--- src/hw/psb_pkg.sv ---
// Shared constants, types and frame helpers for the packet stream backup ends
package psb_pkg;

	// ************************************************************
	// Frame layout
	// ************************************************************
	localparam int unsigned DLCI_W      = 10;
	localparam logic [7:0]  XID_CTRL    = 8'haf;
	localparam logic [7:0]  FMT_WBP     = 8'h83;
	localparam logic [7:0]  GI_BACKUP   = 8'hf5;
	localparam logic [7:0]  GI_SWBACK   = 8'hf7;
	localparam logic        CR_RESPONSE = 1'b1;
	localparam logic        EA_MORE     = 1'b0;
	localparam logic        EA_LAST     = 1'b1;
	localparam logic [2:0]  CONG_BITS   = 3'h0;
	localparam int unsigned CR_POS      = 1;
	localparam int unsigned EA_POS      = 0;

	typedef logic [2:0]      psb_idx_t;
	typedef logic [4:0][7:0] psb_hdr_t;
	typedef logic [DLCI_W-1:0] psb_dlci_t;

	localparam psb_idx_t IDX_A1   = 3'h0;
	localparam psb_idx_t IDX_A2   = 3'h1;
	localparam psb_idx_t IDX_CTRL = 3'h2;
	localparam psb_idx_t IDX_FMT  = 3'h3;
	localparam psb_idx_t IDX_GI   = 3'h4;
	localparam psb_idx_t IDX_F1   = 3'h5;
	localparam psb_idx_t IDX_F2   = 3'h6;

	// ************************************************************
	// Check sequence
	// ************************************************************
	localparam logic [15:0] FCS_INIT = 16'hffff;
	localparam logic [15:0] FCS_POLY = 16'h8408;
	localparam logic [15:0] FCS_GOOD = 16'hf0b8;

	// ************************************************************
	// Alarm indication
	// ************************************************************
	localparam int unsigned CHANS_T1 = 24;
	localparam int unsigned CHANS_E1 = 30;

	typedef enum logic [0:0] {
		PSB_TX_IDLE = 1'b0,
		PSB_TX_SEND = 1'b1
	} psb_tx_e;

	// Bit-serial reflected update, first bit on the wire is bit 0
	function automatic logic [15:0] crc_byte(input logic [15:0] crc, input logic [7:0] d);
		logic [15:0] c;
		c = crc;
		for (int i = 0; i < 8; i++) begin
			if (c[0] ^ d[i])
				c = (c >> 1) ^ FCS_POLY;
			else
				c = c >> 1;
		end
		return c;
	endfunction : crc_byte

	// Octet idx of a response frame; fcs is the running check after octet 4
	function automatic logic [7:0] frame_octet(input psb_idx_t idx, input psb_dlci_t dlci,
			input logic [7:0] gi, input logic [15:0] fcs);
		logic [15:0] inv;
		inv = ~fcs;
		case (idx)
			IDX_A1:   return {dlci[9:4], CR_RESPONSE, EA_MORE};
			IDX_A2:   return {dlci[3:0], CONG_BITS, EA_LAST};
			IDX_CTRL: return XID_CTRL;
			IDX_FMT:  return FMT_WBP;
			IDX_GI:   return gi;
			IDX_F1:   return inv[7:0];
			IDX_F2:   return inv[15:8];
			default:  return 8'h00;
		endcase
	endfunction : frame_octet

	function automatic logic hdr_ok(input psb_hdr_t h);
		return h[IDX_A1][CR_POS] == CR_RESPONSE && h[IDX_A1][EA_POS] == EA_MORE &&
			h[IDX_A2][EA_POS] == EA_LAST && h[IDX_CTRL] == XID_CTRL &&
			h[IDX_FMT] == FMT_WBP && (h[IDX_GI] == GI_BACKUP || h[IDX_GI] == GI_SWBACK);
	endfunction : hdr_ok

	function automatic psb_dlci_t hdr_dlci(input psb_hdr_t h);
		return {h[IDX_A1][7:2], h[IDX_A2][7:4]};
	endfunction : hdr_dlci

endpackage : psb_pkg

--- src/hw/psb_link_if.sv ---
// Octet link between the detecting node and its peer node
`timescale 1ns/10ps
interface psb_link_if;
	logic       d2p_valid;
	logic [7:0] d2p_data;
	logic       d2p_last;
	logic       d2p_bkup;
	logic       p2d_valid;
	logic [7:0] p2d_data;
	logic       p2d_last;
	logic       p2d_bkup;

	modport dev (
		output d2p_valid,
		output d2p_data,
		output d2p_last,
		output d2p_bkup,
		input  p2d_valid,
		input  p2d_data,
		input  p2d_last,
		input  p2d_bkup
	);

	modport peer (
		input  d2p_valid,
		input  d2p_data,
		input  d2p_last,
		input  d2p_bkup,
		output p2d_valid,
		output p2d_data,
		output p2d_last,
		output p2d_bkup
	);
endinterface : psb_link_if

--- src/hw/psb_node.sv ---
// Detecting node end: fault and clearance frames, relay, traffic switch, alarm indication
`timescale 1ns/10ps

// Contract
// [RULE1] Fault detected: send backup response frame
// [RULE2] Backup frame group octet is 245
// [RULE3] Terminating receiver moves traffic to backup
// [RULE4] Transit receiver relays with translated address
// [RULE5] Fault cleared: send frame on backup link
// [RULE6] Clearance frame group octet is 247
// [RULE7] Terminating receiver returns traffic to primary
// [RULE8] Transit clearance relayed with translated address
// [RULE9] Last two octets are the check sequence
// [RULE10] Send alarm indication downstream on failure
// [RULE11] Alarm only when all channels share stream
// [RULE12] Alarm needs primary failed, backup absent/failed
// [RULE13] Alarm only without circuit backups; else declared
// [RULE14] Format octet is 131
// [RULE15] Command/response bit set to one
// [RULE16] Only edge nodes act; transit relays
// [RULE17] Sixteen-bit check; bad frames discarded
// [RULE18] Identification control octet; seven octet frame
module psb_node
	import psb_pkg::*;
#(
	parameter int unsigned CH_T1 = CHANS_T1,
	parameter int unsigned CH_E1 = CHANS_E1
) (
	input  wire logic             ref_clk,
	input  wire logic             rst_n,
	psb_link_if.dev               link,
	input  wire logic             fault_det,
	input  wire psb_pkg::psb_dlci_t stream_dlci,
	input  wire logic             terminates,
	input  wire psb_pkg::psb_dlci_t relay_dlci,
	input  wire logic             iface_e1,
	input  wire logic [4:0]       chans_on_stream,
	input  wire logic             backup_present,
	input  wire logic             backup_failed,
	input  wire logic             pvc_backup_any,
	output logic                  use_backup,
	output logic                  ais,
	output logic                  rx_drop
);
	import psb_pkg::*;

	// Channel count must fit the five-bit count input
	if (CH_T1 == 0 || CH_E1 == 0 || CH_T1 > 31 || CH_E1 > 31) begin : g_bad_chans
		$error("channel counts must be 1..31");
	end

	// ************************************************************
	// Receive parser
	// ************************************************************
	psb_idx_t    rx_cnt_q;
	logic        rx_long_q;
	logic [15:0] rx_crc_q;
	psb_hdr_t    rx_hdr_q;
	logic        rx_end;
	logic        rx_good;
	logic [7:0]  rx_gi;

	assign rx_end  = link.p2d_valid && link.p2d_last;
	assign rx_gi   = rx_hdr_q[IDX_GI];
	assign rx_good = rx_end && !rx_long_q && rx_cnt_q == IDX_F2 && hdr_ok(rx_hdr_q) && // RULE14
		crc_byte(rx_crc_q, link.p2d_data) == FCS_GOOD; // RULE9 RULE17

	always_ff @(posedge ref_clk or negedge rst_n) begin
		if (!rst_n) begin
			rx_cnt_q  <= IDX_A1;
			rx_long_q <= 1'b0;
			rx_crc_q  <= FCS_INIT;
		end else if (link.p2d_valid) begin
			if (link.p2d_last) begin
				rx_cnt_q  <= IDX_A1;
				rx_long_q <= 1'b0;
				rx_crc_q  <= FCS_INIT;
			end else begin
				if (rx_cnt_q == IDX_F2)
					rx_long_q <= 1'b1;
				else
					rx_cnt_q <= rx_cnt_q + 3'h1;
				rx_crc_q <= crc_byte(rx_crc_q, link.p2d_data);
			end
		end
	end

	always_ff @(posedge ref_clk or negedge rst_n) begin
		if (!rst_n)
			rx_hdr_q <= '0;
		else if (link.p2d_valid && !link.p2d_last && rx_cnt_q < IDX_F1)
			rx_hdr_q[rx_cnt_q] <= link.p2d_data;
	end

	always_ff @(posedge ref_clk or negedge rst_n) begin
		if (!rst_n)
			rx_drop <= 1'b0;
		else
			rx_drop <= rx_end && !rx_good; // RULE17
	end

	// ************************************************************
	// Fault edges and pending frames
	// ************************************************************
	logic      fault_q;
	logic      pend_fault_q;
	logic      pend_clear_q;
	logic      pend_relay_q;
	logic [7:0] relay_gi_q;
	logic      take_fault;
	logic      take_clear;
	logic      take_relay;
	logic      fault_rise;
	logic      fault_fall;
	logic      relay_req;
	psb_tx_e   tx_state_q;

	assign fault_rise = fault_det && !fault_q;
	assign fault_fall = !fault_det && fault_q;
	// Transit nodes never act on the group codes, they only forward
	assign relay_req  = rx_good && !terminates; // RULE16
	assign take_fault = tx_state_q == PSB_TX_IDLE && pend_fault_q;
	assign take_clear = tx_state_q == PSB_TX_IDLE && !pend_fault_q && pend_clear_q;
	assign take_relay = tx_state_q == PSB_TX_IDLE && !pend_fault_q && !pend_clear_q &&
		pend_relay_q;

	always_ff @(posedge ref_clk or negedge rst_n) begin
		if (!rst_n)
			fault_q <= 1'b0;
		else
			fault_q <= fault_det;
	end

	// A new edge wins over the take of an older request in the same cycle
	always_ff @(posedge ref_clk or negedge rst_n) begin
		if (!rst_n) begin
			pend_fault_q <= 1'b0;
			pend_clear_q <= 1'b0;
		end else if (fault_rise) begin
			pend_fault_q <= 1'b1; // RULE1
			pend_clear_q <= 1'b0;
		end else if (fault_fall) begin
			pend_clear_q <= 1'b1; // RULE5
			pend_fault_q <= 1'b0;
		end else begin
			if (take_fault)
				pend_fault_q <= 1'b0;
			if (take_clear)
				pend_clear_q <= 1'b0;
		end
	end

	// One relay slot; a newer frame overwrites a waiting one
	always_ff @(posedge ref_clk or negedge rst_n) begin
		if (!rst_n) begin
			pend_relay_q <= 1'b0;
			relay_gi_q   <= GI_BACKUP;
		end else if (relay_req) begin
			pend_relay_q <= 1'b1; // RULE4 RULE8
			relay_gi_q   <= rx_gi;
		end else if (take_relay) begin
			pend_relay_q <= 1'b0;
		end
	end

	// ************************************************************
	// Traffic switch and alarm indication
	// ************************************************************
	logic all_chans;

	assign all_chans = iface_e1 ? chans_on_stream == 5'(CH_E1) :
		chans_on_stream == 5'(CH_T1);

	always_ff @(posedge ref_clk or negedge rst_n) begin
		if (!rst_n)
			use_backup <= 1'b0;
		else if (fault_rise)
			use_backup <= 1'b1;
		else if (fault_fall)
			use_backup <= 1'b0;
		else if (rx_good && terminates && rx_gi == GI_BACKUP)
			use_backup <= 1'b1; // RULE3
		else if (rx_good && terminates && rx_gi == GI_SWBACK)
			use_backup <= 1'b0; // RULE7
	end

	always_ff @(posedge ref_clk or negedge rst_n) begin
		if (!rst_n)
			ais <= 1'b0;
		else
			ais <= all_chans && // RULE11
				fault_det && (!backup_present || backup_failed) && // RULE12
				!pvc_backup_any; // RULE10 RULE13
	end

	// ************************************************************
	// Frame transmitter
	// ************************************************************
	psb_idx_t    tx_idx_q;
	logic [7:0]  tx_gi_q;
	psb_dlci_t   tx_dlci_q;
	logic [15:0] tx_crc_q;
	logic [7:0]  tx_octet;
	logic        tx_valid_q;
	logic        tx_last_q;
	logic        tx_bkup_q;
	logic [7:0]  tx_data_q;

	assign tx_octet = frame_octet(tx_idx_q, tx_dlci_q, tx_gi_q, tx_crc_q); // RULE15 RULE18

	always_ff @(posedge ref_clk or negedge rst_n) begin
		if (!rst_n) begin
			tx_state_q <= PSB_TX_IDLE;
			tx_idx_q   <= IDX_A1;
			tx_gi_q    <= GI_BACKUP;
			tx_dlci_q  <= '0;
			tx_bkup_q  <= 1'b0;
		end else begin
			case (tx_state_q)
				PSB_TX_IDLE: begin
					tx_idx_q <= IDX_A1;
					if (take_fault) begin
						tx_state_q <= PSB_TX_SEND;
						tx_gi_q    <= GI_BACKUP; // RULE2
						tx_dlci_q  <= stream_dlci;
						tx_bkup_q  <= 1'b0;
					end else if (take_clear) begin
						tx_state_q <= PSB_TX_SEND;
						tx_gi_q    <= GI_SWBACK; // RULE6
						tx_dlci_q  <= stream_dlci;
						tx_bkup_q  <= 1'b1; // RULE5
					end else if (take_relay) begin
						tx_state_q <= PSB_TX_SEND;
						tx_gi_q    <= relay_gi_q;
						tx_dlci_q  <= relay_dlci; // RULE4 RULE8
						tx_bkup_q  <= 1'b0;
					end
				end
				PSB_TX_SEND: begin
					tx_idx_q <= tx_idx_q + 3'h1;
					if (tx_idx_q == IDX_F2)
						tx_state_q <= PSB_TX_IDLE;
				end
				default: tx_state_q <= PSB_TX_IDLE;
			endcase
		end
	end

	// Check covers address through group octet only
	always_ff @(posedge ref_clk or negedge rst_n) begin
		if (!rst_n)
			tx_crc_q <= FCS_INIT;
		else if (tx_state_q == PSB_TX_IDLE)
			tx_crc_q <= FCS_INIT;
		else if (tx_idx_q < IDX_F1)
			tx_crc_q <= crc_byte(tx_crc_q, tx_octet); // RULE9 RULE17
	end

	always_ff @(posedge ref_clk or negedge rst_n) begin
		if (!rst_n) begin
			tx_valid_q <= 1'b0;
			tx_last_q  <= 1'b0;
			tx_data_q  <= 8'h00;
		end else begin
			tx_valid_q <= tx_state_q == PSB_TX_SEND;
			tx_last_q  <= tx_state_q == PSB_TX_SEND && tx_idx_q == IDX_F2; // RULE18
			tx_data_q  <= tx_state_q == PSB_TX_SEND ? tx_octet : 8'h00;
		end
	end

	assign link.d2p_valid = tx_valid_q;
	assign link.d2p_data  = tx_data_q;
	assign link.d2p_last  = tx_last_q;
	assign link.d2p_bkup  = tx_valid_q && tx_bkup_q;

endmodule : psb_node

--- src/flat_wrapper.sv ---
// flat-port wrapper written by rule: the top's interface ports become plain ports
module psb_node_flat import psb_pkg::*;
#(
	parameter int unsigned CH_T1 = CHANS_T1,
	parameter int unsigned CH_E1 = CHANS_E1
)
  (ref_clk, rst_n, fault_det, stream_dlci, terminates, relay_dlci, iface_e1, chans_on_stream, backup_present, backup_failed, pvc_backup_any, use_backup, ais, rx_drop, link_d2p_valid, link_d2p_data, link_d2p_last, link_d2p_bkup, link_p2d_valid, link_p2d_data, link_p2d_last, link_p2d_bkup);
  psb_link_if link_i ();
  input  wire logic ref_clk;
  input  wire logic rst_n;
  input  wire logic fault_det;
  input  wire psb_pkg::psb_dlci_t stream_dlci;
  input  wire logic terminates;
  input  wire psb_pkg::psb_dlci_t relay_dlci;
  input  wire logic iface_e1;
  input  wire logic [4:0] chans_on_stream;
  input  wire logic backup_present;
  input  wire logic backup_failed;
  input  wire logic pvc_backup_any;
  output logic use_backup;
  output logic ais;
  output logic rx_drop;
  output wire logic [$bits(link_i.d2p_valid)-1:0] link_d2p_valid;
  output wire logic [$bits(link_i.d2p_data)-1:0] link_d2p_data;
  output wire logic [$bits(link_i.d2p_last)-1:0] link_d2p_last;
  output wire logic [$bits(link_i.d2p_bkup)-1:0] link_d2p_bkup;
  input wire logic [$bits(link_i.p2d_valid)-1:0] link_p2d_valid;
  input wire logic [$bits(link_i.p2d_data)-1:0] link_p2d_data;
  input wire logic [$bits(link_i.p2d_last)-1:0] link_p2d_last;
  input wire logic [$bits(link_i.p2d_bkup)-1:0] link_p2d_bkup;
  assign link_d2p_valid = link_i.d2p_valid;
  assign link_d2p_data = link_i.d2p_data;
  assign link_d2p_last = link_i.d2p_last;
  assign link_d2p_bkup = link_i.d2p_bkup;
  assign link_i.p2d_valid = link_p2d_valid;
  assign link_i.p2d_data = link_p2d_data;
  assign link_i.p2d_last = link_p2d_last;
  assign link_i.p2d_bkup = link_p2d_bkup;
  psb_node #(.CH_T1(CH_T1), .CH_E1(CH_E1)) u_core (.ref_clk(ref_clk), .rst_n(rst_n), .link(link_i), .fault_det(fault_det), .stream_dlci(stream_dlci), .terminates(terminates), .relay_dlci(relay_dlci), .iface_e1(iface_e1), .chans_on_stream(chans_on_stream), .backup_present(backup_present), .backup_failed(backup_failed), .pvc_backup_any(pvc_backup_any), .use_backup(use_backup), .ais(ais), .rx_drop(rx_drop));
endmodule
--- config.mk ---
export PLATFORM = sky130hd
export DESIGN_NAME = psb_node_flat
export DESIGN_NICKNAME = d
export VERILOG_FILES = /design/src/hw/psb_pkg.sv /design/src/hw/psb_link_if.sv /design/src/hw/psb_node.sv /design/src/flat_wrapper.sv
export SDC_FILE = /design/constraint.sdc
export NUM_CORES = 1
export LEC_CHECK = 0
export ABC_AREA = 1
export BUFFER_PORTS_ARGS = -buffer_cell sky130_fd_sc_hd__buf_2
export CELL_PAD_IN_SITES_DETAIL_PLACEMENT = 1
export CELL_PAD_IN_SITES_GLOBAL_PLACEMENT = 1
export CORE_ASPECT_RATIO = 1.2
export CORE_MARGIN = 2
export CORE_UTILIZATION = 30
export CTS_BUF_LIST = sky130_fd_sc_hd__clkbuf_4 sky130_fd_sc_hd__clkbuf_8
export CTS_CLUSTER_DIAMETER = 100
export DETAILED_ROUTE_END_ITERATION = 12
export GPL_TIMING_DRIVEN = 0
export PLACE_DENSITY_LB_ADDON = 0.1
export SLEW_MARGIN = 10
export SYNTH_ARGS = -nofsm -noshare
export SYNTH_HDL_FRONTEND = slang
export SYNTH_SLANG_ARGS = --single-unit
export TNS_END_PERCENT = 1
--- constraint.sdc ---
create_clock -name ref_clk -period 2.57 [get_ports ref_clk]
set_input_delay 0.3855 -clock ref_clk [delete_from_list [all_inputs] [get_ports ref_clk]]
set_output_delay 0.3855 -clock ref_clk [all_outputs]
set_load 0.01 [all_outputs]
After elaboration in Yosys (flattened, before gate mapping)

Cells that the tools add are included.

Register bits after elaboration: 124
Input bits: 44
Output and inout port bits: 14
Word-level logic and storage cells: 238

$add $sub $neg: 2
Order comparisons: 4
Eq/ne operators: 16
Muxes and demuxes: 90
Bitwise logic cells: 49
Reduce and logical (&&, ||, !) cells: 52

Operators by type and width:

| kind                                                                  | number |
|---|---|
| 16-bit two-way mux                                                    | 54 |
| 2-bit NOT with 3-bit output                                           | 23 |
| 8-bit case mux with 7 select lines                                    | 1 |
| 40-bit bitwise mux                                                    | 1 |
| 8-bit two-way mux                                                     | 5 |
| 8-bit == test (second input constant)                                 | 4 |
| 1-bit logical AND                                                     | 30 |
| 10-bit two-way mux                                                    | 3 |
| 8-bit demux with 3-bit select                                         | 1 |
| 1-bit XOR                                                             | 23 |
| 1-bit two-way mux                                                     | 21 |
| 16-bit == test (second input constant)                                | 1 |
| 16-bit NOT                                                            | 1 |
| 3-bit == test (second input constant)                                 | 4 |
| 5-bit == test (second input constant)                                 | 2 |
| 1-bit logical NOT                                                     | 10 |
| 3-bit nonzero test                                                    | 3 |
| 3-bit by 1-bit adder with 3-bit output (second input constant)        | 2 |
| 3-bit by 2-bit == test with 1-bit output (second input constant)      | 2 |
| 3-bit < comparator (second input constant)                            | 2 |
| 3-bit two-way mux                                                     | 2 |
| 3-bit case mux with 2 select lines                                    | 1 |
| 2-bit AND reduction                                                   | 3 |
| 3-bit by 4-bit < comparator with 1-bit output (second input constant) | 1 |
| other kinds (9)                                                       | 13 |

Depth between registers and ports, before layout

Gate-level depths: netlist of run 1.

Depth in word-level cells: 34
Mapped depth: 16
Mapped depth without buffers: 16

Least setup slack after synthesis of run 1

OpenSTA, ideal clock, no wires.

Path type: reg-to-reg
Start: register u_core.tx_idx_q[0]
End: register u_core.tx_crc_q[0]
Setup time: 67 ps
Arrival time: 1779 ps
Data required time: 2503 ps
Slack: 724 ps
Stages on the path, launching flop included: 12
Buffers on the path: 0
Period minus slack after synthesis: 1846 ps
Cells stage by stage: dfrtp_1 > ha_1 > ha_1 > inv_1 > nand2_1 > nor2_1 > nand4_2 > xor2_1 > nand3_2 > a21oi_1 > nor2_1 > nor2_1

Cells in the longest elaborated chain, start to end: 28
Elaborated cells on any way between the ends: 36
Those cells by class: order compare (1); eq/ne (7); mux (25); bitwise (2); reduce/logical (1)

Ends and longest elaborated chain:

| element                               | line            | source |
|---|---|---|
| from (decl)                           | psb_node.sv:199 | `psb_idx_t tx_idx_q;` |
| from (signal assigned)                | psb_node.sv:240 | `tx_idx_q <= tx_idx_q + 3'h1;` |
| 3-bit == test (tied with other cells) | psb_pkg.sv:67   | `case (idx)` |
| 8-bit case mux with 7 select lines    | psb_pkg.sv:67   |  |
| 1-bit XOR                             | psb_pkg.sv:54   | `if (c[0] ^ d[i])` |
| 16-bit two-way mux                    | psb_pkg.sv:54   |  |
| 16-bit two-way mux                    | psb_node.sv:255 | `else if (tx_idx_q < IDX_F1)` |
| 16-bit two-way mux                    | psb_node.sv:253 | `else if (tx_state_q == PSB_TX_IDLE)` |
| 16-bit two-way mux                    | psb_pkg.sv:54   |  |
| 16-bit two-way mux                    | psb_node.sv:255 |  |
| (+12 left out)                        | -               |  |
| 16-bit two-way mux                    | psb_node.sv:255 |  |
| 16-bit two-way mux                    | psb_node.sv:253 |  |
| 16-bit two-way mux                    | psb_pkg.sv:54   |  |
| 16-bit two-way mux                    | psb_node.sv:255 |  |
| 16-bit two-way mux                    | psb_node.sv:253 |  |
| 16-bit two-way mux                    | psb_pkg.sv:54   |  |
| 16-bit two-way mux                    | psb_node.sv:255 |  |
| 16-bit two-way mux                    | psb_node.sv:253 |  |
| to (signal assigned)                  | psb_node.sv:256 | `tx_crc_q <= crc_byte(tx_crc_q, tx_octet);` |
| to (decl)                             | psb_node.sv:202 | `logic [15:0] tx_crc_q;` |

Several ways; a longest one is shown, not always the timed one. The select of a mux whose other input is x is not followed.
A chain may end at the register's enable or synchronous reset.

Worst setup path after layout of run 1

Ends and elaborated chain as after synthesis.

==> metrics.log, run 1 <==
[metrics] gpl congestion: ~0.81
[metrics] max capacitance violation total: 0
[metrics] DRC marker count from the first detailed-route iteration: about 170
[metrics] post-synthesis compound-gate area fraction: roughly an eighth
[metrics] sequential area share after synthesis: between 50 and 60%
[metrics] leakage power: 3.399 nW
[metrics] summed negative setup slack over all endpoints: 0 ns
[metrics] Peak Freq: about 430 MHz
[metrics] clock tree from TritonCTS: yes
[metrics] diode insertion count for antenna repair: 0
[metrics] number of antenna violations at the first check in global routing: 0
[metrics] number of levels in the clock H-tree: 3
[metrics] r2r worst-path depth: 14
[metrics] drc violations: 0
[metrics] Std-Cell Rows: 54
[metrics] DPL Wire Length: around 12000 um
[metrics] warnings from Yosys: 0
[metrics] end of the worst register-to-register path: u_core.tx_crc_q[0]
[metrics] simple-gate area share of the yosys netlist: 24.69%
[metrics] DR vias: 4803
[metrics] largest family of logic cells by synthesized area: simple AND/OR/NAND/NOR gates
[metrics] status: finished, final reports clean
[metrics] primary flip-flop cell chosen by synthesis mapping: sky130_fd_sc_hd__dfrtp_1
[metrics] average cell area after synthesis: ~7.8 sq um
[metrics] multiplexer area fraction after synthesis: 0%
[metrics] first-pass GRT wire length: ~26000 um
[metrics] Worst Path Class, Setup: flip-flop to flip-flop
[metrics] Critical Path Max Stage Delay: ~0.44 ns
[metrics] Clock transition at path regs: 0.11 ns
[metrics] setup repair after global routing missed its margin: yes
[metrics] total of flip-flops plus latches after synthesis: approximately 110
[metrics] maximum fanout along the worst path: 5
[metrics] Post-Layout Inst Area: 6500 sq um
[metrics] number of sinks on the clock net: ~110
[metrics] adder-cell share of the synthesized area: 2.223%
[metrics] number of buffers added on ports: 55
[metrics] kind of cell adding the most delay to the critical path: simple AND/OR/NAND/NOR gates
[metrics] most frequent cell on the critical path: sky130_fd_sc_hd__nand2_1
[metrics] nets in the synthesized netlist: slightly below 800
[metrics] clk_skew: between 0.01 and 0.015 ns
[metrics] via-per-instance ratio: approximately 4.6
[metrics] area of the core: 18310 sq um
[metrics] non-filler instance count after layout: around 1000
[metrics] Die Footprint: 19880 sq um
[metrics] Area growth, synth to finish: 15.47%
[metrics] Setup crit start kind: flip-flop
[metrics] post-detailed-route wirelength per cell: 15.47 um
[metrics] Cell Area, Synth: about 5600 sq um
[metrics] Synth area leaders: sky130_fd_sc_hd__dfrtp_1 (30%), sky130_fd_sc_hd__dfstp_2 (21%), sky130_fd_sc_hd__nand2_1 (13%), sky130_fd_sc_hd__inv_1 (8.3%), sky130_fd_sc_hd__o21ai_0 (4.3%)
[metrics] library cell occupying the most area in the post-synthesis netlist: sky130_fd_sc_hd__dfrtp_1
[metrics] required time worst endpoint: just under 3 ns
[metrics] Synth async-reset ratio: 100.0%
[metrics] Crit. End Element: flip-flop
[metrics] fill cell instance count of the final layout: 2258
[metrics] hold wc startpoint: fault_det
[metrics] Clock Latency Late Sink: roughly 0.39 ns
[metrics] number of instances in the synthesized netlist: ~700
[metrics] worst hold path endpoint: u_core.fault_q
[metrics] area share of xor/xnor cells in the synthesized design: 1.378%
[metrics] most common library cell in the layout ignoring fill and taps: sky130_fd_sc_hd__nand2_1
[metrics] vias in the first global route: approximately 5000
[metrics] pin count of the biggest net entering global routing: a little under 90
[metrics] Detail Route Antenna Nets: 0
[metrics] cell-by-cell listing of the critical path: inv_1, ha_1, nand2_1, o22ai_1, nor2_1, nand2_1, inv_1, nand2_1, nand2_1, nand2_1, nand3_1, nand2_1, nor2_1, nor2_1
[metrics] worst-case clock buffer depth: 2
[metrics] count of cell types in the netlist: 37
[metrics] Max Slew Vio Count: 0
[metrics] starting utilization of the core area: a little under a third
[metrics] Crit path buffers/inverters: 2
[metrics] start of the worst register-to-register path: u_core.tx_idx_q[0]
[metrics] commonest cells after routing, fill and taps aside: sky130_fd_sc_hd__nand2_1 (201), sky130_fd_sc_hd__inv_1 (124), sky130_fd_sc_hd__dfrtp_1 (67), sky130_fd_sc_hd__nor2_1 (58), sky130_fd_sc_hd__buf_2 (58)
[metrics] Final Cycle Share: ~91%
[metrics] CP max-delay cell: sky130_fd_sc_hd__dfrtp_1
[metrics] GRT Total Usage: about 17%
[metrics] Slew headroom: between 40 and 50%
[metrics] top cell type's share of synthesized area: around 30%
[metrics] multi-input logic area: about 2300 sq um
[metrics] Routed Wire Length: ~16000 um
[metrics] setup slack, reg-to-reg: around 0.23 ns
[metrics] Die X: 129.0 um
[metrics] Worst Max-Slew Pin Slew: ~0.8 ns
[metrics] remaining global-route overflow: 0
[metrics] instance area after placement: around 6300 sq um
[metrics] peak supply drop: about 0.44 mV
[metrics] chip height: between 150 and 200 um
[metrics] clock buffers created by TritonCTS: 9
[metrics] crit path time final: around 2.3 ns
[metrics] final hold vios: 0
[metrics] fraction of final layout cells sized beyond drive strength 1: 18.33%
[metrics] worst hold path cell count: 1
[metrics] Register Area: about 2800 sq um
[metrics] I/O pins: slightly below 60
[metrics] number of flops mapped to enable cells by yosys: 0
[metrics] Data arrival, critical path: between 2 and 3 ns
[metrics] number of cells after detailed placement: 1026
[metrics] total iterations of the first detailed-routing run: 4
[metrics] power per standard cell area: roughly 1200 nW/um^2
[metrics] worst hold path class: input pin to flip-flop
[metrics] Clock Root Buffer: sky130_fd_sc_hd__clkbuf_8
[metrics] number of nets in the finished design: 840
[metrics] post-CTS repair timing setup buffer count: 0
[metrics] final setup vio count: 0
sequential cells by signal (all words and copies together), names as in the netlist, 3 cells and up:
name                  cells
u_core.relay_gi_q         8
u_core.link.d2p_data      8
u_core.tx_dlci_q         10
u_core.rx_hdr_q          19
u_core.rx_cnt_q           3
u_core.rx_gi              8
u_core.tx_gi_q            8
u_core.tx_crc_q          16
u_core.tx_idx_q           3
u_core.rx_crc_q          16
kinds of logic after synthesis:
family          Yosys count
simple gates            332
compound gates          116
buf+inv                 141
flops                   111
fa+ha+maj                10
xor+xnor                  8
report_power, final:
part / switching (mW) / internal, mW / total (mW) / leakage, nW
logic: 2.48 / 1.23 / 3.72 / 2.00
clock network: 0.668 / 0.462 / 1.13 / 0.0964
registers: 0.367 / 2.52 / 2.89 / 1.31
cell type report:
class	count	share of cell area (%)
Buffer	12	0.8855
Clock buffer	9	1.906
Clock inverter	7	1.232
Inverter	129	7.449
Multi-Input combinational cell	466	35.19
Sequential cell	111	43.58
Tap cell	252	4.851
Timing Repair Buffer	57	4.909
repair_timing:
item / in CTS / in global routing
hold buffers: 1 / 0
resized for setup: 0 / 5
hold endpoints to repair: 15 / 0
endpoints found under the setup margin: 0 / 9
metrics by stage:
stage / setup slack (ns) / utilization (%) / total power [mW] / hold slack, ns
finish: 0.2282 / 35.50 / 7.736 / 0.1367
floorplan: 0.7240 / - / 5.465 / 0.08991
global route: -0.03164 / 35.50 / 8.528 / 0.1181
CTS: 0.06876 / 35.32 / 7.816 / 0.1043
global placement: -0.3207 / 33.97 / 6.482 / 0.4433
detailed placement: 0.1047 / 34.15 / 6.637 / 0.2647
cell usage after synthesis, drive strengths merged (2+ instances only):
| master | count |
|---|---|
| dfrtp | 67 |
| xor2 | 7 |
| buf | 6 |
| nand3b | 4 |
| ha | 10 |
| inv | 128 |
| dfstp | 44 |
| nor2 | 63 |
| clkbuf | 6 |
| nor3 | 5 |
| a211oi | 2 |
| nand3 | 43 |
| a22oi | 13 |
| o22ai | 20 |
| nand4 | 9 |
| a21oi | 22 |
| nand2 | 205 |
| o21ai | 52 |
| a31oi | 4 |
worst max-delay path by stage:
| stage | endpoint | startpoint | depth (start not counted) |
|---|---|---|---|
| after global routing | u_core.tx_crc_q[0] | u_core.tx_idx_q[0] | 12 |
| after detailed placement | u_core.tx_crc_q[0] | u_core.tx_idx_q[0] | 11 |
| final | u_core.tx_crc_q[0] | u_core.tx_idx_q[0] | 14 |
| after floorplan | u_core.tx_crc_q[0] | u_core.tx_idx_q[0] | 11 |
| after CTS | u_core.tx_crc_q[0] | u_core.tx_idx_q[0] | 11 |
| after global placement | u_core.rx_hdr_q[30] | rst_n | 1 |
worst register-to-register path: cells and delay by family, from the launching register on:
family	cells	cell delay [ns]
buf+inv	2	0.22
compound gates	1	0.32
fa+ha+maj	1	0.25
flops	1	0.44
simple gates	10	1.05
layer usage:
metal  wire [um]  vias up  share of wire, %  track usage, %
met5           0        -                 0               0
met4         162        0               1.0           4.762
met3         377        8               2.3           2.749
met2        8702       58                54           31.92
met1        6890     2346                43           19.69
li1            -     2391                 -               -
No activity file was read; power rests on OpenSTA's default activity.
==> run 2, diff against run 1 <==
--- a/config.mk
+++ b/config.mk
@@ -7,8 +7,6 @@
 export LEC_CHECK = 0
 export ABC_AREA = 1
 export BUFFER_PORTS_ARGS = -buffer_cell sky130_fd_sc_hd__buf_2
-export CELL_PAD_IN_SITES_DETAIL_PLACEMENT = 1
-export CELL_PAD_IN_SITES_GLOBAL_PLACEMENT = 1
 export CORE_ASPECT_RATIO = 1.2
 export CORE_MARGIN = 2
 export CORE_UTILIZATION = 30
@@ -16,7 +14,9 @@
 export CTS_CLUSTER_DIAMETER = 100
 export DETAILED_ROUTE_END_ITERATION = 12
 export GPL_TIMING_DRIVEN = 0
+export HOLD_SLACK_MARGIN = 0.08
 export PLACE_DENSITY_LB_ADDON = 0.1
+export SKIP_LAST_GASP = 1
 export SLEW_MARGIN = 10
 export SYNTH_ARGS = -nofsm -noshare
 export SYNTH_HDL_FRONTEND = slang
==> metrics.log, run 2 (synthesis results as in run 1) <==
[metrics] most common library cell in the layout ignoring fill and taps: sky130_fd_sc_hd__nand2_1
[metrics] DPL Wire Length: 10880 um (-11%)
[metrics] worst-case clock buffer depth: 2 (unchanged)
[metrics] number of sinks on the clock net: 111 (unchanged)
[metrics] starting utilization of the core area: 30.74% (unchanged)
[metrics] drc violations: 0 (unchanged)
[metrics] number of antenna violations at the first check in global routing: 0 (unchanged)
[metrics] Worst Setup Slack post-DPL: 0.1380 ns (+0.03331 ns)
[metrics] power per standard cell area: 1173 nW/um^2 (-1.4%)
[metrics] vias in the first global route: 4833 (-4.3%)
[metrics] status: finished, final reports clean
[metrics] DR vias: 4815 (+0.25%)
[metrics] number of cells after detailed placement: 1026 (unchanged)
[metrics] Clock Latency Late Sink: 0.39 ns (about the same)
[metrics] flip-flop count of the largest register, all copies and words added: 19 (unchanged)
[metrics] Peak Freq: 435.7 MHz (+2.0%)
[metrics] final hold vios: 0 (unchanged)
[metrics] Clock Root Buffer: sky130_fd_sc_hd__clkbuf_8
[metrics] Crit. End Element: flip-flop
[metrics] Clock transition at path regs: 0.10 ns (about the same)
[metrics] Std-Cell Rows: 54 (unchanged)
[metrics] fill cell instance count of the final layout: 1942 (-14%)
[metrics] non-filler instance count after layout: 1045 (+0.19%)
[metrics] kind of cell adding the most delay to the critical path: simple AND/OR/NAND/NOR gates
[metrics] Slew headroom: 49.23% (+1.2 points)
[metrics] crit path time final: 2.295 ns (-0.04641 ns)
[metrics] commonest cells after routing, fill and taps aside: sky130_fd_sc_hd__nand2_1 (201), sky130_fd_sc_hd__inv_1 (124), sky130_fd_sc_hd__dfrtp_1 (67), sky130_fd_sc_hd__nor2_1 (58), sky130_fd_sc_hd__buf_2 (58)
[metrics] GRT Total Usage: 15.37% (-1.6 points)
[metrics] number of levels in the clock H-tree: 3 (unchanged)
[metrics] chip height: 154.1 um (unchanged)
[metrics] Detail Route Antenna Nets: 0 (unchanged)
[metrics] Area growth, synth to finish: 15.18%
[metrics] register with the most flip-flops: u_core.rx_hdr_q
[metrics] number of buffers added on ports: 55 (unchanged)
[metrics] Post-Layout Inst Area: 6484 sq um (-0.25%)
[metrics] required time worst endpoint: 2.90 ns (about the same)
[metrics] registers with the most flip-flops: u_core.rx_hdr_q: 19 flops, u_core.rx_crc_q: 16 flops, u_core.tx_crc_q: 16 flops
[metrics] CP max-delay cell: sky130_fd_sc_hd__dfrtp_1
[metrics] DRC marker count from the first detailed-route iteration: 243 (+42%)
[metrics] post-detailed-route wirelength per cell: 13.86 um (-10%)
[metrics] first-pass GRT wire length: 24070 um (-8.4%)
[metrics] clock buffers created by TritonCTS: 9 (unchanged)
[metrics] leakage power: 3.413 nW (+0.41%)
[metrics] Final Cycle Share: 89.31% (-1.8 points)
[metrics] Worst Path Class, Setup: flip-flop to flip-flop
[metrics] area of the core: 18310 sq um (unchanged)
[metrics] Die Footprint: 19880 sq um (unchanged)
[metrics] Worst Max-Slew Pin Slew: 0.7602 ns (-0.01850 ns)
[metrics] maximum fanout along the worst path: 6 (+1)
[metrics] worst hold path class: input pin to flip-flop
[metrics] setup repair after global routing missed its margin: no
[metrics] max capacitance violation total: 0 (unchanged)
[metrics] via-per-instance ratio: 4.608 (about the same)
[metrics] instance area after placement: 6254 sq um (unchanged)
[metrics] most frequent cell on the critical path: sky130_fd_sc_hd__nand2_1
[metrics] Data arrival, critical path: 2.63 ns (-0.04 ns)
[metrics] diode insertion count for antenna repair: 0 (unchanged)
[metrics] summed negative setup slack over all endpoints: 0 ns (unchanged)
[metrics] Crit path buffers/inverters: 4 (+2)
[metrics] fraction of final layout cells sized beyond drive strength 1: 18.16% (-0.17 points)
[metrics] peak supply drop: 0.3766 mV (-14%)
[metrics] clock tree from TritonCTS: yes
[metrics] clk_skew: 0.01819 ns (+0.004699 ns)
[metrics] pin count of the biggest net entering global routing: 67 (-24%)
[metrics] Max Slew Vio Count: 0 (unchanged)
[metrics] Pwr Total: 7.607 mW (-1.7%)
[metrics] PnR worst setup slack: 0.2747 ns (+0.04641 ns)
[metrics] final core utilization: 35.41% (-0.089 points)
[metrics] Setup crit start kind: flip-flop
[metrics] total iterations of the first detailed-routing run: 5 (+1)
[metrics] Critical Path Max Stage Delay: 0.38 ns (-0.06 ns)
[metrics] cell-by-cell listing of the critical path: inv_1, ha_1, nand2_1, inv_1, nand2_1, nand2_1, nor2_2, xor2_1, inv_1, nand2_1, nand2_1, nand2_1, nand3_1, nand2_1, inv_1
[metrics] Routed Wire Length: 14480 um (-10%)
[metrics] gpl congestion: 0.8423 (+4.6%)
[metrics] Die X: 129.0 um (unchanged)
[metrics] remaining global-route overflow: 0 (unchanged)
[metrics] I/O pins: 58 (unchanged)
[metrics] final setup vio count: 0 (unchanged)
[metrics] number of nets in the finished design: 842 (+0.24%)
[metrics] Hold WS: 0.1340 ns (-0.002682 ns)
-- run 2: cell types whose count changed in the layout (fill, tap and decap cells not counted), sizes merged --
cell,delta
clkinvlp,-2
clkinv,+1
buf,+2
clkbuf,+3
inv,-2
-- run 2: worst paths after layout --
path | startpoint | endpoint | slack (ns) | cells after the start
worst max-delay path | u_core.tx_idx_q[1] | u_core.tx_crc_q[3] | 0.27 | 15
worst min-delay path | fault_det | u_core.fault_q | 0.13 | 1
worst max register to register | u_core.tx_idx_q[1] | u_core.tx_crc_q[3] | 0.27 | 15
worst min register to register | u_core.relay_gi_q[4] | u_core.relay_gi_q[4] | 0.46 | 2
max in group asynchronous | rst_n | u_core.tx_crc_q[5] | 1.33 | 3
min in group asynchronous | rst_n | u_core.tx_dlci_q[0] | 0.50 | 2
-- run 2: area by class of cell --
type	count	area, sq um	area share [%]
clock buffer	12	146.4	2.258
inverter	129	484.2	7.468
tap	252	315.3	4.863
clock inverter	4	48.80	0.7526
timing repair buffer	59	334.1	5.152
sequential	111	2833	43.69
multi-input combinational	466	2265	34.93
buffer	12	57.56	0.8877
-- run 2: layer usage --
metal,track usage [%],share of wire [%],vias up
met5,0,0,-
met3,1.775,2.7,28
met2,27.21,51,93
met1,18.76,44,2287
li1,-,-,2407
met4,6.418,2.7,0
-- run 2: where the power goes --
part           switching, mW  internal [mW]  total (mW)
sequential             0.353           2.52        2.88
combinational           2.39           1.27        3.66
clock                  0.593          0.484        1.08
-- run 2: what timing repair did --
action,in CTS,in global routing
setup buffers,0,2
setup endpoints to repair,0,5
hold endpoints to repair,25,0
resized for setup,0,2
hold buffers,1,0
==> run 3, diff against run 2 <==
--- a/config.mk
+++ b/config.mk
@@ -8,7 +8,7 @@
 export ABC_AREA = 1
 export BUFFER_PORTS_ARGS = -buffer_cell sky130_fd_sc_hd__buf_2
 export CORE_ASPECT_RATIO = 1.2
-export CORE_MARGIN = 2
+export CORE_MARGIN = 5
 export CORE_UTILIZATION = 30
 export CTS_BUF_LIST = sky130_fd_sc_hd__clkbuf_4 sky130_fd_sc_hd__clkbuf_8
 export CTS_CLUSTER_DIAMETER = 100
==> metrics.log, run 3 (synthesis results as in run 1) <==
[metrics] GRT Total Usage: 14.15% (-1.2 points)
[metrics] number of sinks on the clock net: 111 (unchanged)
[metrics] peak supply drop: 0.4732 mV (+26%)
[metrics] worst hold path class: input pin to flip-flop
[metrics] Peak Freq: 447.1 MHz (+2.6%)
[metrics] most common library cell in the layout ignoring fill and taps: sky130_fd_sc_hd__nand2_1
[metrics] Die Footprint: 21610 sq um (+8.7%)
[metrics] cell-by-cell listing of the critical path: inv_1, ha_1, nand2_1, inv_1, nand3_1, nor2_1, nand3_1, nor2_1, nand2_1, nor2_1, and2_4, nand2_2, nand2_1, nand2_1
[metrics] required time worst endpoint: 2.85 ns (-0.05 ns)
[metrics] DRC marker count from the first detailed-route iteration: 348 (+43%)
[metrics] Crit. End Element: flip-flop
[metrics] number of buffers added on ports: 55 (unchanged)
[metrics] Clock Latency Late Sink: 0.38 ns (about the same)
[metrics] Critical Path Max Stage Delay: 0.45 ns (+0.07 ns)
[metrics] starting utilization of the core area: 30.18% (-0.56 points)
[metrics] Setup crit start kind: flip-flop
[metrics] Max Slew Vio Count: 0 (unchanged)
[metrics] vias in the first global route: 4770 (-1.3%)
[metrics] Std-Cell Rows: 55 (+1.9%)
[metrics] clock buffers created by TritonCTS: 9 (unchanged)
[metrics] Worst Max-Slew Pin Slew: 0.7314 ns (-0.02885 ns)
[metrics] flip-flop count of the largest register, all copies and words added: 19 (unchanged)
[metrics] drc violations: 0 (unchanged)
[metrics] most frequent cell on the critical path: sky130_fd_sc_hd__nand2_1
[metrics] clk_skew: 0.01004 ns (-0.008150 ns)
[metrics] end of the worst register-to-register path: u_core.relay_gi_q[1]
[metrics] Clock transition at path regs: 0.11 ns (about the same)
[metrics] max capacitance violation total: 0 (unchanged)
[metrics] setup repair after global routing missed its margin: no
[metrics] I/O pins: 58 (unchanged)
[metrics] remaining global-route overflow: 0 (unchanged)
[metrics] register with the most flip-flops: u_core.rx_hdr_q
[metrics] number of cells after detailed placement: 1030 (+0.39%)
[metrics] area of the core: 18650 sq um (+1.9%)
[metrics] Final Cycle Share: 87.03% (-2.3 points)
[metrics] number of nets in the finished design: 840 (-0.24%)
[metrics] non-filler instance count after layout: 1047 (+0.19%)
[metrics] Detail Route Antenna Nets: 0 (unchanged)
[metrics] start of the worst register-to-register path: u_core.rx_cnt_q[0]
[metrics] DPL Wire Length: 11050 um (+1.5%)
[metrics] maximum fanout along the worst path: 9 (+3)
[metrics] post-detailed-route wirelength per cell: 14.04 um (+1.3%)
[metrics] Die X: 135.0 um (+4.6%)
[metrics] diode insertion count for antenna repair: 0 (unchanged)
[metrics] Crit path buffers/inverters: 2 (-2)
[metrics] Data arrival, critical path: 2.52 ns (-0.11 ns)
[metrics] fill cell instance count of the final layout: 1979 (+1.9%)
[metrics] Worst Path Class, Setup: flip-flop to flip-flop
[metrics] final hold vios: 0 (unchanged)
[metrics] Post-Layout Inst Area: 6479 sq um (about the same)
[metrics] Clock Root Buffer: sky130_fd_sc_hd__clkbuf_8
[metrics] Hold WS: 0.1392 ns (+0.005153 ns)
[metrics] status: finished, final reports clean
[metrics] Slew headroom: 50.87% (+1.6 points)
[metrics] fraction of final layout cells sized beyond drive strength 1: 17.83% (-0.33 points)
[metrics] commonest cells after routing, fill and taps aside: sky130_fd_sc_hd__nand2_1 (202), sky130_fd_sc_hd__inv_1 (124), sky130_fd_sc_hd__dfrtp_1 (67), sky130_fd_sc_hd__nor2_1 (58), sky130_fd_sc_hd__buf_2 (58)
[metrics] registers with the most flip-flops: u_core.rx_hdr_q: 19 flops, u_core.rx_crc_q: 16 flops, u_core.tx_crc_q: 16 flops
[metrics] chip height: 160.1 um (+3.9%)
[metrics] number of levels in the clock H-tree: 3 (unchanged)
[metrics] setup slack, reg-to-reg: 0.33 ns (+0.06 ns)
[metrics] power per standard cell area: 1165 nW/um^2 (-0.74%)
[metrics] hold wc startpoint: fault_det
[metrics] worst hold path endpoint: u_core.fault_q
[metrics] via-per-instance ratio: 4.547 (-1.3%)
[metrics] cell depth of the worst setup path: 14 (-1)
[metrics] crit path time final: 2.237 ns (-0.05870 ns)
[metrics] total iterations of the first detailed-routing run: 5 (unchanged)
[metrics] clock tree from TritonCTS: yes
[metrics] Routed Wire Length: 14700 um (+1.5%)
[metrics] instance area after placement: 6259 sq um (about the same)
[metrics] DR vias: 4761 (-1.1%)
[metrics] first-pass GRT wire length: 24440 um (+1.5%)
[metrics] Area growth, synth to finish: 15.09% (about the same)
[metrics] kind of cell adding the most delay to the critical path: simple AND/OR/NAND/NOR gates
[metrics] worst-case clock buffer depth: 2 (unchanged)
[metrics] gpl congestion: 0.8632 (+2.5%)
[metrics] worst hold path cell count: 1 (unchanged)
[metrics] final setup vio count: 0 (unchanged)
[metrics] r2r worst-path depth: 14 (-1)
[metrics] number of antenna violations at the first check in global routing: 0 (unchanged)
[metrics] CP max-delay cell: sky130_fd_sc_hd__dfrtp_1
[metrics] leakage power: 3.402 nW (-0.33%)
[metrics] pin count of the biggest net entering global routing: 73 (+9.0%)
## run 3: cell types whose count changed in the layout (fill, tap and decap cells not counted), sizes merged
cell	delta
clkbuf	+1
clkinv	-2
buf	-2
clkinvlp	+1
## run 3: routing by layer
layer,up-vias,wire (um),global-route usage [%]
li1,2402,-,-
met1,2257,6546,17.75
met2,84,7395,24.58
met3,18,486,2.142
met4,0,273,5.133
met5,-,0,0
## run 3: how the worst max path moves through the flow
| stage | start | endpoint |
|---|---|---|
| finish | u_core.rx_cnt_q[0] | u_core.relay_gi_q[1] |
| global route | u_core.tx_idx_q[0] | u_core.tx_crc_q[10] |
| CTS | u_core.tx_idx_q[0] | u_core.tx_crc_q[8] |
| detailed placement | u_core.tx_idx_q[0] | u_core.tx_crc_q[8] |
| global placement | rst_n | u_core.link.d2p_data[1] |
| floorplan | u_core.tx_idx_q[0] | u_core.tx_crc_q[0] |
## run 3: cell type report
type	instances	area (sq um)	area share (%)
repair buffers	57	319.1	4.925
plain buffers	12	57.56	0.8884
inverters	129	484.2	7.474
multi-input cells	466	2262	34.92
clock inverters	3	42.54	0.6566
well taps	256	320.3	4.944
clock buffers	13	160.2	2.472
flip-flops and latches	111	2833	43.72
## run 3: power breakdown
part           leakage, nW  internal, mW  total, mW  switching [mW]
logic                 1.99          1.21       3.57            2.36
registers             1.31          2.52       2.88           0.352
clock network        0.104         0.510       1.10           0.587
total                 3.40          4.25       7.55            3.30
## run 3: per-stage QoR
| step | power (mW) | TNS, ns | worst slack, ns | utilization [%] |
|---|---|---|---|---|
| after global placement | 6.429 | -22.81 | -0.3524 | 33.38 |
| after CTS | 7.631 | 0 | 0.2306 | 34.70 |
| final | 7.545 | 0 | 0.3333 | 34.74 |
| after floorplan | 5.465 | 0 | 0.7240 | - |
| after global routing | 8.325 | 0 | 0.06207 | 34.74 |
| after detailed placement | 6.487 | 0 | 0.2440 | 33.56 |
## run 3: worst reg2reg max path: cells and delay by family (launching register included)
kind / cells / cell delay (ns)
buf+inv: 2 / 0.27
fa+ha+maj: 1 / 0.16
flops: 1 / 0.45
simple gates: 11 / 1.24
## run 3: repair_timing
action / CTS / global route
setup buffers: 0 / 0
gates resized for setup: 0 / 1
hold buffers: 1 / 0
endpoints found under the setup margin: 0 / 1
endpoints found under the hold margin: 18 / 0
